==> src/cli_pkg.sv <==
// constants for the serial command line front end
// Function
// - a carriage return or line feed ends the line and hands it to the parser
// - backspace removes the newest buffered character, never a line terminator
// - among control codes only carriage return, line feed and backspace act
// - after a line is parsed, carriage return then line feed goes back
// - with echo on every received non-control character is sent back unchanged unless the line buffer is full; bytes hitting a full holding slot are dropped
// - with echo on a backspace is answered by backspace, space, backspace
// - of a back-to-back CR LF or LF CR pair only the first is returned
// - echo is the default handshake, with no parity checking
// - after a line the device sends carriage return, line feed, greater-than
// - prompt mode sends no echo and, with flow control on, no CR LF after a line
// - with flow control a terminator returns off-code then CR, or off-code alone
// - after pausing the host, normal CR LF follows when echo is on
// - a loop-back self test passes only with transmit wired back to receive
// - reset gives 9600 baud, 8N1, echo on, flow control off
// - baud is 19200, 9600, 4800 or 2400 and changes take effect at once
package cli_pkg;
    localparam int CLK_HZ = 50_000_000;
    // characters
    localparam logic [7:0] CH_BS = 8'h08;
    localparam logic [7:0] CH_LF = 8'h0A;
    localparam logic [7:0] CH_CR = 8'h0D;
    localparam logic [7:0] CH_SP = 8'h20;
    localparam logic [7:0] CH_PROMPT = 8'h3E;
    localparam logic [7:0] CH_XON = 8'h11;
    localparam logic [7:0] CH_XOFF = 8'h13;
    localparam logic [7:0] CH_CTRL_MAX = 8'h1F;
    localparam logic [7:0] LOOP_BYTE = 8'h55;
    // line buffer
    localparam int BUF_DEPTH = 64;
    localparam int BUF_AW = 6;
    localparam int CNT_W = 7;
    // register byte offsets
    localparam logic [3:0] ADDR_CTRL = 4'h0;
    localparam logic [3:0] ADDR_STAT = 4'h4;
    // control fields
    localparam int CTRL_ECHO = 0;
    localparam int CTRL_XON = 1;
    localparam int CTRL_BAUD_LO = 2;
    localparam int CTRL_LOOP = 4;
    // status fields
    localparam int STAT_LINE = 0;
    localparam int STAT_LBUSY = 1;
    localparam int STAT_PASS = 2;
    localparam int STAT_FAIL = 3;
    localparam int STAT_CNT_LO = 8;
    // reset values
    localparam logic ECHO_RST = 1'b1;
    localparam logic XON_RST = 1'b0;
    localparam logic [1:0] BAUD_RST = 2'h1;
    // baud codes 0..3 and clocks per bit, rounded to nearest
    localparam int BAUD_0 = 19200;
    localparam int BAUD_1 = 9600;
    localparam int BAUD_2 = 4800;
    localparam int BAUD_3 = 2400;
    localparam logic [15:0] DIV_0 = 16'((CLK_HZ + BAUD_0 / 2) / BAUD_0);
    localparam logic [15:0] DIV_1 = 16'((CLK_HZ + BAUD_1 / 2) / BAUD_1);
    localparam logic [15:0] DIV_2 = 16'((CLK_HZ + BAUD_2 / 2) / BAUD_2);
    localparam logic [15:0] DIV_3 = 16'((CLK_HZ + BAUD_3 / 2) / BAUD_3);
    // loop-back wait, longest time so rounds down
    localparam int LOOP_TIMEOUT_US = 10_000;
    localparam int LOOP_TIMEOUT_CYC = LOOP_TIMEOUT_US * (CLK_HZ / 1_000_000);
endpackage : cli_pkg

==> src/serial_command_line_frontend.sv <==
// line editing, echo, prompt and flow control for the serial command port
`timescale 1ns/100ps
module serial_command_line_frontend
    import cli_pkg::*;
#(
    parameter int LOOP_TIMEOUT = LOOP_TIMEOUT_CYC
)
(
    input wire logic clk,
    input wire logic sys_rst,
    input wire logic [3:0] avs_address,
    input wire logic avs_read,
    input wire logic avs_write,
    input wire logic [31:0] avs_writedata,
    output logic [31:0] avs_readdata,
    output logic avs_waitrequest,
    input wire logic rx_valid,
    input wire logic [7:0] rx_data,
    output logic tx_valid,
    output logic [7:0] tx_data,
    input wire logic tx_ready,
    output logic line_valid,
    output logic [CNT_W-1:0] line_len,
    input wire logic [BUF_AW-1:0] line_rd_addr,
    output logic [7:0] line_rd_data,
    input wire logic line_done,
    output logic [1:0] baud_sel,
    output logic [15:0] baud_div
);
    typedef enum logic [2:0] {
        ST_IDLE = 3'b001,
        ST_PARSE = 3'b010,
        ST_LOOP = 3'b100
    } state_e;

    state_e state_ff;
    state_e nxt_state;
    logic waitreq_ff;
    logic [31:0] readdata_ff;
    logic echo_ff;
    logic xon_ff;
    logic [1:0] baud_ff;
    logic [15:0] div_ff;
    logic loop_req_ff;
    logic pass_ff;
    logic fail_ff;
    logic [19:0] loop_tmr_ff;
    logic pend_valid_ff;
    logic [7:0] pend_data_ff;
    logic pend_dup_ff;
    logic [7:0] prev_term_ff;
    logic line_valid_ff;
    logic done_seen_ff;

    logic seq_busy;
    logic seq_load;
    logic [2:0] seq_n;
    logic [7:0] seq_b0;
    logic [7:0] seq_b1;
    logic [7:0] seq_b2;
    logic [7:0] seq_b3;
    logic [CNT_W-1:0] buf_cnt;
    logic buf_full;
    logic buf_push;
    logic buf_pop;
    logic buf_clear;
    logic take;
    logic is_term;
    logic is_bs;
    logic is_ctrl;
    logic rx_is_term;
    logic loop_start;
    logic reply_go;
    logic wr_ack;
    logic [1:0] wr_baud;

    assign avs_waitrequest = waitreq_ff;
    assign avs_readdata = readdata_ff;
    assign line_valid = line_valid_ff;
    assign baud_sel = baud_ff;
    assign baud_div = div_ff;
    assign tx_valid = seq_busy;

    assign is_term = (pend_data_ff == CH_CR) || (pend_data_ff == CH_LF);
    assign is_bs = (pend_data_ff == CH_BS);
    assign is_ctrl = (pend_data_ff <= CH_CTRL_MAX);
    assign rx_is_term = (rx_data == CH_CR) || (rx_data == CH_LF);
    assign take = pend_valid_ff && state_ff == ST_IDLE && !seq_busy;
    assign loop_start = loop_req_ff && !pend_valid_ff && state_ff == ST_IDLE && !seq_busy;
    assign reply_go = state_ff == ST_PARSE && (done_seen_ff || line_done) && !seq_busy;
    assign wr_ack = avs_write && !waitreq_ff;
    assign wr_baud = avs_writedata[CTRL_BAUD_LO +: 2];

    line_store u_store (
        .clk(clk),
        .sys_rst(sys_rst),
        .push(buf_push),
        .push_data(pend_data_ff),
        .pop(buf_pop),
        .clear(buf_clear),
        .rd_addr(line_rd_addr),
        .rd_data(line_rd_data),
        .count(buf_cnt),
        .full(buf_full)
    );
    assign line_len = buf_cnt;

    reply_sequencer u_seq (
        .clk(clk),
        .sys_rst(sys_rst),
        .load(seq_load),
        .n(seq_n),
        .b0(seq_b0),
        .b1(seq_b1),
        .b2(seq_b2),
        .b3(seq_b3),
        .tx_ready(tx_ready),
        .tx_valid(seq_busy),
        .tx_data(tx_data)
    );

    // avalon slave: waitrequest drops for exactly one cycle per request
    always_ff @(posedge clk or posedge sys_rst) begin
        if (sys_rst) begin
            waitreq_ff <= 1'b1;
            readdata_ff <= '0;
        end else if ((avs_read || avs_write) && waitreq_ff) begin
            waitreq_ff <= 1'b0;
            readdata_ff <= '0;
            if (avs_address == ADDR_CTRL) begin
                readdata_ff[CTRL_ECHO] <= echo_ff;
                readdata_ff[CTRL_XON] <= xon_ff;
                readdata_ff[CTRL_BAUD_LO +: 2] <= baud_ff;
                readdata_ff[CTRL_LOOP] <= loop_req_ff;
            end else if (avs_address == ADDR_STAT) begin
                readdata_ff[STAT_LINE] <= line_valid_ff;
                readdata_ff[STAT_LBUSY] <= loop_req_ff || state_ff == ST_LOOP;
                readdata_ff[STAT_PASS] <= pass_ff;
                readdata_ff[STAT_FAIL] <= fail_ff;
                readdata_ff[STAT_CNT_LO +: CNT_W] <= buf_cnt;
            end
        end else begin
            waitreq_ff <= 1'b1;
        end
    end

    // mode and baud: reset gives echo on, flow control off, 9600
    always_ff @(posedge clk or posedge sys_rst) begin
        if (sys_rst) begin
            echo_ff <= ECHO_RST;
            xon_ff <= XON_RST;
            baud_ff <= BAUD_RST;
            div_ff <= DIV_1;
        end else if (wr_ack && avs_address == ADDR_CTRL) begin
            echo_ff <= avs_writedata[CTRL_ECHO];
            xon_ff <= avs_writedata[CTRL_XON];
            baud_ff <= wr_baud;
            // divisor follows the very next cycle, no frame boundary wait
            case (wr_baud)
                2'h0: div_ff <= DIV_0;
                2'h1: div_ff <= DIV_1;
                2'h2: div_ff <= DIV_2;
                default: div_ff <= DIV_3;
            endcase
        end
    end

    // loop-back request and result; a new request wins over the start clear
    always_ff @(posedge clk or posedge sys_rst) begin
        if (sys_rst) begin
            loop_req_ff <= 1'b0;
            pass_ff <= 1'b0;
            fail_ff <= 1'b0;
            loop_tmr_ff <= '0;
        end else begin
            if (loop_start) begin
                loop_req_ff <= 1'b0;
                pass_ff <= 1'b0;
                fail_ff <= 1'b0;
                loop_tmr_ff <= '0;
            end else if (state_ff == ST_LOOP) begin
                loop_tmr_ff <= loop_tmr_ff + 20'h0_0001;
                if (rx_valid) begin
                    pass_ff <= (rx_data == LOOP_BYTE);
                    fail_ff <= (rx_data != LOOP_BYTE);
                end else if (loop_tmr_ff >= 20'(LOOP_TIMEOUT - 1)) begin
                    fail_ff <= 1'b1;
                end
            end
            if (wr_ack && avs_address == ADDR_CTRL && avs_writedata[CTRL_LOOP]) begin
                loop_req_ff <= 1'b1;
            end
        end
    end

    // one-deep holding slot; bytes arriving while it is full are dropped
    // unechoed, which the echo-checking host resends
    always_ff @(posedge clk or posedge sys_rst) begin
        if (sys_rst) begin
            pend_valid_ff <= 1'b0;
            pend_data_ff <= '0;
            pend_dup_ff <= 1'b0;
            prev_term_ff <= '0;
        end else begin
            if (take) begin
                pend_valid_ff <= 1'b0;
            end
            if (rx_valid && state_ff != ST_LOOP) begin
                prev_term_ff <= rx_is_term ? rx_data : 8'h00;
                if (!pend_valid_ff || take) begin
                    pend_valid_ff <= 1'b1;
                    pend_data_ff <= rx_data;
                    // second of a CR LF or LF CR pair
                    pend_dup_ff <= rx_is_term && prev_term_ff != 8'h00
                        && prev_term_ff != rx_data;
                end
            end
        end
    end

    // line hand-off to the parser
    always_ff @(posedge clk or posedge sys_rst) begin
        if (sys_rst) begin
            line_valid_ff <= 1'b0;
            done_seen_ff <= 1'b0;
        end else if (take && is_term && !pend_dup_ff) begin
            line_valid_ff <= 1'b1;
            done_seen_ff <= 1'b0;
        end else if (reply_go) begin
            line_valid_ff <= 1'b0;
            done_seen_ff <= 1'b0;
        end else if (state_ff == ST_PARSE && line_done) begin
            done_seen_ff <= 1'b1;
        end
    end

    always_comb begin
        nxt_state = state_ff;
        case (state_ff)
            ST_IDLE: begin
                if (take && is_term && !pend_dup_ff) begin
                    nxt_state = ST_PARSE;
                end else if (loop_start) begin
                    nxt_state = ST_LOOP;
                end
            end
            ST_PARSE: begin
                if (reply_go) begin
                    nxt_state = ST_IDLE;
                end
            end
            ST_LOOP: begin
                if (rx_valid || loop_tmr_ff >= 20'(LOOP_TIMEOUT - 1)) begin
                    nxt_state = ST_IDLE;
                end
            end
            default: nxt_state = ST_IDLE;
        endcase
    end

    always_ff @(posedge clk or posedge sys_rst) begin
        if (sys_rst) begin
            state_ff <= ST_IDLE;
        end else begin
            state_ff <= nxt_state;
        end
    end

    // character actions and reply selection; prompt use skips echo and, with flow control on, the CR LF of the reply
    always_comb begin
        buf_push = 1'b0;
        buf_pop = 1'b0;
        buf_clear = reply_go;
        seq_load = 1'b0;
        seq_n = 3'h0;
        seq_b0 = CH_CR;
        seq_b1 = CH_LF;
        seq_b2 = CH_PROMPT;
        seq_b3 = CH_XON;
        if (reply_go) begin
            seq_load = 1'b1;
            if (echo_ff || !xon_ff) begin
                seq_n = xon_ff ? 3'h4 : 3'h3;
            end else begin
                seq_n = 3'h2;
                seq_b0 = CH_PROMPT;
                seq_b1 = CH_XON;
            end
        end else if (loop_start) begin
            seq_load = 1'b1;
            seq_n = 3'h1;
            seq_b0 = LOOP_BYTE;
        end else if (take) begin
            seq_load = 1'b1;
            if (is_term) begin
                if (pend_dup_ff) begin
                    seq_n = 3'h0;
                end else if (xon_ff) begin
                    seq_b0 = CH_XOFF;
                    seq_b1 = CH_CR;
                    seq_n = echo_ff ? 3'h2 : 3'h1;
                end else begin
                    seq_b0 = pend_data_ff;
                    seq_n = echo_ff ? 3'h1 : 3'h0;
                end
            end else if (is_bs) begin
                buf_pop = 1'b1;
                seq_b0 = CH_BS;
                seq_b1 = CH_SP;
                seq_b2 = CH_BS;
                seq_n = echo_ff ? 3'h3 : 3'h0;
            end else if (!is_ctrl) begin
                buf_push = !buf_full;
                seq_b0 = pend_data_ff;
                seq_n = (echo_ff && !buf_full) ? 3'h1 : 3'h0;
            end else begin
                seq_n = 3'h0;
            end
        end
    end
endmodule : serial_command_line_frontend

==> src/line_store.sv <==
// line buffer holding the characters of the command being typed
`timescale 1ns/100ps
module line_store
    import cli_pkg::*;
(
    input wire logic clk,
    input wire logic sys_rst,
    input wire logic push,
    input wire logic [7:0] push_data,
    input wire logic pop,
    input wire logic clear,
    input wire logic [BUF_AW-1:0] rd_addr,
    output logic [7:0] rd_data,
    output logic [CNT_W-1:0] count,
    output logic full
);
    logic [7:0] mem [BUF_DEPTH];
    logic [CNT_W-1:0] count_ff;
    logic [7:0] rd_data_ff;

    assign count = count_ff;
    assign rd_data = rd_data_ff;
    assign full = (count_ff == CNT_W'(BUF_DEPTH));

    always_ff @(posedge clk or posedge sys_rst) begin
        if (sys_rst) begin
            count_ff <= '0;
        end else if (clear) begin
            count_ff <= '0;
        end else if (push && !full) begin
            count_ff <= count_ff + 1'b1;
        end else if (pop && count_ff != '0) begin
            // empty buffer stays empty
            count_ff <= count_ff - 1'b1;
        end
    end

    always_ff @(posedge clk) begin
        if (push && !full && !clear) begin
            mem[count_ff[BUF_AW-1:0]] <= push_data;
        end
    end

    always_ff @(posedge clk or posedge sys_rst) begin
        if (sys_rst) begin
            rd_data_ff <= '0;
        end else begin
            rd_data_ff <= mem[rd_addr];
        end
    end
endmodule : line_store

==> src/reply_sequencer.sv <==
// holds up to four reply characters and hands them out one by one
`timescale 1ns/100ps
module reply_sequencer
    import cli_pkg::*;
(
    input wire logic clk,
    input wire logic sys_rst,
    input wire logic load,
    input wire logic [2:0] n,
    input wire logic [7:0] b0,
    input wire logic [7:0] b1,
    input wire logic [7:0] b2,
    input wire logic [7:0] b3,
    input wire logic tx_ready,
    output logic tx_valid,
    output logic [7:0] tx_data
);
    logic tx_valid_ff;
    logic [7:0] tx_data_ff;
    logic [7:0] q1_ff;
    logic [7:0] q2_ff;
    logic [7:0] q3_ff;
    logic [2:0] left_ff;

    assign tx_valid = tx_valid_ff;
    assign tx_data = tx_data_ff;

    // load is only issued while idle, so a load never overlaps a drain
    always_ff @(posedge clk or posedge sys_rst) begin
        if (sys_rst) begin
            tx_valid_ff <= 1'b0;
            tx_data_ff <= '0;
            q1_ff <= '0;
            q2_ff <= '0;
            q3_ff <= '0;
            left_ff <= '0;
        end else if (load && !tx_valid_ff && n != 3'h0) begin
            tx_valid_ff <= 1'b1;
            tx_data_ff <= b0;
            q1_ff <= b1;
            q2_ff <= b2;
            q3_ff <= b3;
            left_ff <= n - 3'h1;
        end else if (tx_valid_ff && tx_ready) begin
            tx_valid_ff <= (left_ff != 3'h0);
            tx_data_ff <= q1_ff;
            q1_ff <= q2_ff;
            q2_ff <= q3_ff;
            left_ff <= (left_ff != 3'h0) ? left_ff - 3'h1 : 3'h0;
        end
    end
endmodule : reply_sequencer

==> config.mk <==
export PLATFORM = sky130hd
export DESIGN_NAME = serial_command_line_frontend
export DESIGN_NICKNAME = d
export VERILOG_FILES = /design/src/cli_pkg.sv /design/src/serial_command_line_frontend.sv /design/src/line_store.sv /design/src/reply_sequencer.sv
export SDC_FILE = /design/constraint.sdc
export NUM_CORES = 1
export LEC_CHECK = 0
export ABC_AREA = 1
export BUFFER_PORTS_ARGS = -buffer_cell sky130_fd_sc_hd__clkbuf_2
export CORE_UTILIZATION = 40
export DETAILED_ROUTE_END_ITERATION = 8
export PLACE_DENSITY = 0.66
export SKIP_CTS_REPAIR_TIMING = 1
export SYNTH_ARGS = -nofsm -noshare
export SYNTH_HDL_FRONTEND = slang
export SYNTH_SLANG_ARGS = --single-unit
==> constraint.sdc <==
create_clock -name clk -period 4.5 [get_ports clk]
set_clock_uncertainty 0.05 [all_clocks]
set_input_delay 0.45 -clock clk [delete_from_list [all_inputs] [get_ports clk]]
set_output_delay 0.45 -clock clk [all_outputs]
set_load 0.05 [all_outputs]
* After elaboration in Yosys (flattened, before gate mapping)
Memories as Yosys holds them, arrays and structs flattened. A register that Yosys moved wholly into a read port is not among the register bits.
Index checks and enable logic that the tools add are counted.
** Storage, ports and cells
- Register bits :: 115
- Latch bits :: 0
- Bits in writable memories :: 512
- Bits in read-only memories :: 0
- Input bits :: 57
- Output and inout port bits :: 76
- Memories kept :: 1
** Memories
- u_store.mem :: words 64, width 8, rd ports 1, clocked after Yosys merged registers in 1, wr ports 1, line line_store.sv:17 : logic [7:0] mem [BUF_DEPTH];
** Cells by class
- Add/subtract/negate cells :: 5
- $mul :: 0
- Divide/modulo/power cells :: 0
- Magnitude comparators :: 2
- Equality and inequality tests :: 19
- Shift operators :: 0
- Multiplexer cells :: 98
- Bitwise logic cells :: 0
- Reduce and logical (&&, ||, !) cells :: 57
** Operator list (count)
- $mux 8 :: 19
- $mux 3 :: 15
- $pmux 15 s3 :: 1
- $mux 6 :: 7
- $eq 8x4->1 const B :: 5
- $mux 1 :: 40
- $mux 20 :: 2
- $mux 7 :: 5
- $logic_and 1x1->1 :: 24
- $add 20x1->20 const B :: 1
- $ge 20x19->1 const B :: 1
- $reduce_bool 3->1 :: 5
- $mux 2 :: 5
- $reduce_bool 2->1 :: 5
- $pmux 3 s3 :: 1
- $eq 8x7->1 const B :: 1
- $le 8x5->1 const B :: 1
- $logic_or 1x1->1 :: 8
- $mux 4 :: 2
- $ne 8x7->1 const B :: 1
- $ne 8x8->1 :: 1
- $reduce_bool 8->1 :: 1
- $add 7x1->7 const B :: 1
- $eq 7x7->1 const B :: 1
- 18 further kinds :: 28

* Depth between registers and ports, before layout
- Depth in word-level cells :: 13
- Gate-level depth with buffers :: 19
- Mapped depth without buffers :: 18

* Cells and area by module
Synthesis repeated with hierarchy kept, for this count alone.
** Unflattened totals
- Cell total of the unflattened synthesis :: 2655
- Area total of the unflattened synthesis :: 27635.3 µm²
** Modules (own cells, without submodules)
- line_store :: instances 1, cells an instance 1873, area each 21523.1 µm²
- serial_command_line_frontend :: instances 1, cells an instance 570, area each 4305.4 µm²
- reply_sequencer :: instances 1, cells an instance 212, area each 1806.7 µm²

* Least setup slack after synthesis
No wires, ideal clock.
- Path kind :: register to register
- From :: register pend_data_ff[3]
- To :: register u_seq.q1_ff[4]
- Arrival time :: 3.168 ns
- Slack :: 1.165 ns
- Cell stages (with the launch flop) :: 17
- Buffers on the path :: 1
- Cell sequence :: dfrtp_1 -> inv_1 -> nor2_1 -> nand2_1 -> nor2_1 -> nand3_1 -> o221ai_1 -> nand2_1 -> ha_1 -> ha_1 -> inv_1 -> nand2_1 -> nand2_2 -> inv_1 -> buf_2 -> a21oi_1 -> inv_1
** On the way
- Longest elaborated chain between the ends :: 10
** RTL lines
- start: declaration :: line serial_command_line_frontend.sv:49 : logic [7:0] pend_data_ff;
- start signal: assignment :: line serial_command_line_frontend.sv:212 : pend_data_ff <= rx_data;
- $le 8x5->1 :: line serial_command_line_frontend.sv:86 : assign is_ctrl = (pend_data_ff <= CH_CTRL_MAX);
- $mux 1 :: line serial_command_line_frontend.sv:312 : end else if (!is_ctrl) begin
- $mux 2 :: line serial_command_line_frontend.sv:306 : end else if (is_bs) begin
- $mux 3 :: line serial_command_line_frontend.sv:295 : if (is_term) begin
- $mux 3 :: line serial_command_line_frontend.sv:293 : end else if (take) begin
- $mux 3 :: line serial_command_line_frontend.sv:289 : end else if (loop_start) begin
- $mux 3 :: line serial_command_line_frontend.sv:280 : if (reply_go) begin
- $reduce_bool 3->1 :: line reply_sequencer.sv:37 : end else if (load && !tx_valid_ff && n != 3'h0) begin
- $logic_and 1x1->1 :: line reply_sequencer.sv:37
- $mux 8 or $reduce_bool 2->1 (tied branches)
- end signal: assignment :: line reply_sequencer.sv:47 : q1_ff <= q2_ff;
- end: declaration :: line reply_sequencer.sv:20 : logic [7:0] q1_ff;
Several ways; a longest one is shown, not always the timed one.
A chain may end at the register's enable or synchronous reset.

* Worst setup path after layout
- From :: register state_ff[0]
- To :: memory u_store.mem[42][4], enable pin
** On the way
- Longest elaborated chain between the ends :: 10
** RTL lines
- start: declaration :: line serial_command_line_frontend.sv:36 : state_e state_ff;
- start signal: assignment :: line serial_command_line_frontend.sv:265 : state_ff <= nxt_state;
- $eq 3x1->1 :: line serial_command_line_frontend.sv:88, serial_command_line_frontend.sv:89
- $logic_and 1x1->1 (2 in series) :: line serial_command_line_frontend.sv:88 : assign take = pend_valid_ff && state_ff == ST_IDLE && !seq_busy;
- $mux 1 :: line serial_command_line_frontend.sv:293
- $mux 1 :: line serial_command_line_frontend.sv:289
- $mux 1 :: line serial_command_line_frontend.sv:280
- $logic_and 1x1->1 :: line line_store.sv:39 : if (push && !full && !clear) begin
- $logic_and 1x1->1 (*) :: line line_store.sv:39
- $mux 1 (*) :: line line_store.sv:39
- $mux 1 (not written as such) (*) :: line line_store.sv:40 : mem[count_ff[BUF_AW-1:0]] <= push_data;
- end: declaration :: line line_store.sv:17
Every way passes the cells marked *; elsewhere a longest branch is shown, timed or not.

==> impl_metrics.env <==
export IMPL_status="finished with violations"
export IMPL_failed_checks="design-rule violations"
export IMPL_multi_input_area_mm2=0.00757
export IMPL_cts_path_max_buffers=3
export IMPL_cts_sinks=623
export IMPL_area_sequential_mm2=0.0182
export IMPL_vias=18700
export IMPL_cts_tree="done"
export IMPL_synth_simple_area_share_pct=24.6
export IMPL_synth_top_family_by_area="simple AND/OR/NAND/NOR gates"
export IMPL_ios=133
export IMPL_rows=94
export IMPL_maxCapViolCount=0
export IMPL_final_antenna_net_count=0
export IMPL_crit_path_max_fanout=11
export IMPL_numCtsBuffers=66
export IMPL_synth_xor_area_share_pct=0.327
export IMPL_p_leak_nw=11.9
export IMPL_setup_violations=0
export IMPL_fin_crit_sh_pct=83.0
export IMPL_relSlewSlack_pct=28.1
export IMPL_peakVddDrop_uv=307
export IMPL_syn_to_final_growth_pct=12.7
export IMPL_grt_pass1_vias=18100
export IMPL_ys_seq_area_share_pct=67.9
export IMPL_synthAdderAreaFrac_pct=0.870
export IMPL_crit_required_ns=4.67
export IMPL_synth_async_sr_flop_share_pct=17.8
export IMPL_core_region_area_mm2=0.0660
export IMPL_final_nets=2711
export IMPL_cts_clk_slew_worst_paths_ns=0.06
export IMPL_hold_violations=0
export IMPL_dr_pass1_iters=7
export IMPL_powerDensity_mw_per_mm2=551
export IMPL_rsz0062_at_grt="no"
export IMPL_gp_congestion=0.910
export IMPL_fp_dieArea_mm2=0.0679
export IMPL_hpwl_um=39500
export IMPL_setup_ws_ns=0.765
export IMPL_slew_viol_final=0
export IMPL_fill_cells=5991
export IMPL_drive_gt1_share_pct=9.31
export IMPL_syn_area_per_cell_um2=10.4
export IMPL_worst_slew_pin_slew_ns=1.08
export IMPL_max_freq_mhz=268
export IMPL_grt_usage_pct=19.3
export IMPL_yosys_warnings=0
export IMPL_final_cell_mix="nand2_1, edfxtp_1, nand3_1, nor2_1, inv_1"
export IMPL_grt_pass1_wl_um=101000
export IMPL_grt_antenna_before_repair=0
export IMPL_grt_max_degree=132
export IMPL_synthCells=2569
export IMPL_start_util_pct=40.5
export IMPL_clock_root_buffer="clkbuf_16"
export IMPL_finalSetupTns_ns=0
export IMPL_die_x_um=261
export IMPL_num_antenna_cells=0
export IMPL_final_common_cell="nand2_1"
export IMPL_worst_skew_pair_late_latency_ns=0.60
export IMPL_htree_levels=3
export IMPL_synth_edf_count=512
export IMPL_dp_slack_ns=0.849
export IMPL_netlist_cell_type_count=42
export IMPL_drt_total_wl_um=65200
export IMPL_drt_iter0_drc=1690
export IMPL_ys_flop_type="edfxtp_1"
export IMPL_route_detailed_drc=13
export IMPL_wire_per_inst_um=18.4
export IMPL_worstSetupStartpointType="register"
export IMPL_hold_path_class="in2reg"
export IMPL_critical_path_endpoint_type="register"
export IMPL_synthMuxAreaShare_pct=0
export IMPL_synth_compound_area_share_pct=2.24
export IMPL_synth_cell_area_mm2=0.0268
export IMPL_ys_seq_elements=623
export IMPL_finalCriticalPeriod_ns=3.73
export IMPL_port_buffers=83
export IMPL_crit_arrival_ns=3.90
export IMPL_path_class="reg2reg"
export IMPL_overflow=0
export IMPL_viasPerCell=5.28
export IMPL_die_h_um=261
[kinds of logic after synthesis]
kind of cell               after synthesis
AOI/OAI and AO/OA                      106
and+or+nand+nor                       1554
adders and majority gates               18
DFF                                    623
other                                    1
buffers and inverters                  257
xor gates and xnor gates                10
[final timing paths]
check | start | endpoint | slack (ns) | cells after the start
min reg2reg | baud_div[4] | baud_div[4] | 0.42 | 2
max in group asynchronous | sys_rst | u_seq.q2_ff[4] | 3.05 | 4
max | state_ff[0] | u_store.mem[42][4] | 0.77 | 8
min | avs_writedata[4] | loop_req_ff | 0.02 | 3
min in group asynchronous | sys_rst | prev_term_ff[6] | 0.36 | 3
max reg2reg | state_ff[0] | u_store.mem[42][4] | 0.77 | 8
[cells in the mapped netlist (5+ instances only)]
cell type	n	share of area, %
a21oi_1	26	0.49
buf_1	22	0.31
buf_2	26	0.49
buf_4	26	0.73
clkbuf_1	71	1.0
dfrtp_1	103	9.6
dfstp_2	8	0.79
edfxtp_1	512	57
ha_1	17	0.80
inv_1	109	1.5
nand2_1	872	12
nand3_1	494	9.2
nand4_1	15	0.35
nor2_1	144	2.0
nor3_1	12	0.22
o21ai_0	51	0.95
o22ai_1	5	0.12
o31ai_1	10	0.28
or2_2	5	0.12
xnor2_1	6	0.20
[where the power goes]
part	total, mW	internal (mW)	switching (mW)
Clock	5.40	3.18	2.22
Sequential	7.63	7.31	0.317
Combinational	3.59	0.776	2.81
Total	16.6	11.3	5.35
[sequential cells by signal (all words and copies together) (netlist names), 7 cells and up]
name	cells
u_store.mem	512
loop_tmr_ff	20
avs_readdata	12
baud_div	10
pend_data_ff	8
prev_term_ff	8
u_seq.tx_data	8
u_store.rd_data	8
u_store.count	7
[layer usage]
| metal | wire, um | vias up | part of all wire [%] | global-route usage (%) |
|---|---|---|---|---|
| met1 | 27900 | 9064 | 43 | 26.6 |
| met4 | 1590 | 0 | 2.4 | 5.41 |
| met3 | 5380 | 115 | 8.2 | 4.15 |
| met2 | 30400 | 690 | 47 | 30.9 |
| li1 | - | 8876 | - | - |
| met5 | 0 | - | 0 | 0 |
[per-stage QoR]
stage	power (mW)	hold slack [ns]	instance area (um^2)	util [%]	instances
2_1_floorplan	10.0	0.390	26800	-	2590
3_3_place_gp	11.2	0.409	28000	42.4	3431
3_5_place_dp	11.3	0.407	28000	42.4	3431
4_1_cts	16.7	-0.204	30100	45.7	3547
5_1_grt	17.3	0.0111	30100	45.7	3548
6_report	16.6	0.0178	30100	45.7	3548
[critical path, stage by stage (launching register included)]
cell,delay [ns]
dfstp_2,0.57
nand3_1,0.14
nor2_1,0.14
nand2_2,0.14
inv_2,0.18
nand2_1,0.33
inv_1,0.22
nand3_1,0.70
nor2_1,0.86
[final cells by class]
type / instances / share of cell area (%)
clock inverter: 30 / 1.15
multi-input combinational: 1710 / 25.1
timing repair buffer: 123 / 2.45
tap: 864 / 3.59
inverter: 112 / 1.42
clock buffer: 86 / 5.97
sequential: 623 / 60.3
No activity file was read; power rests on OpenSTA's default activity.
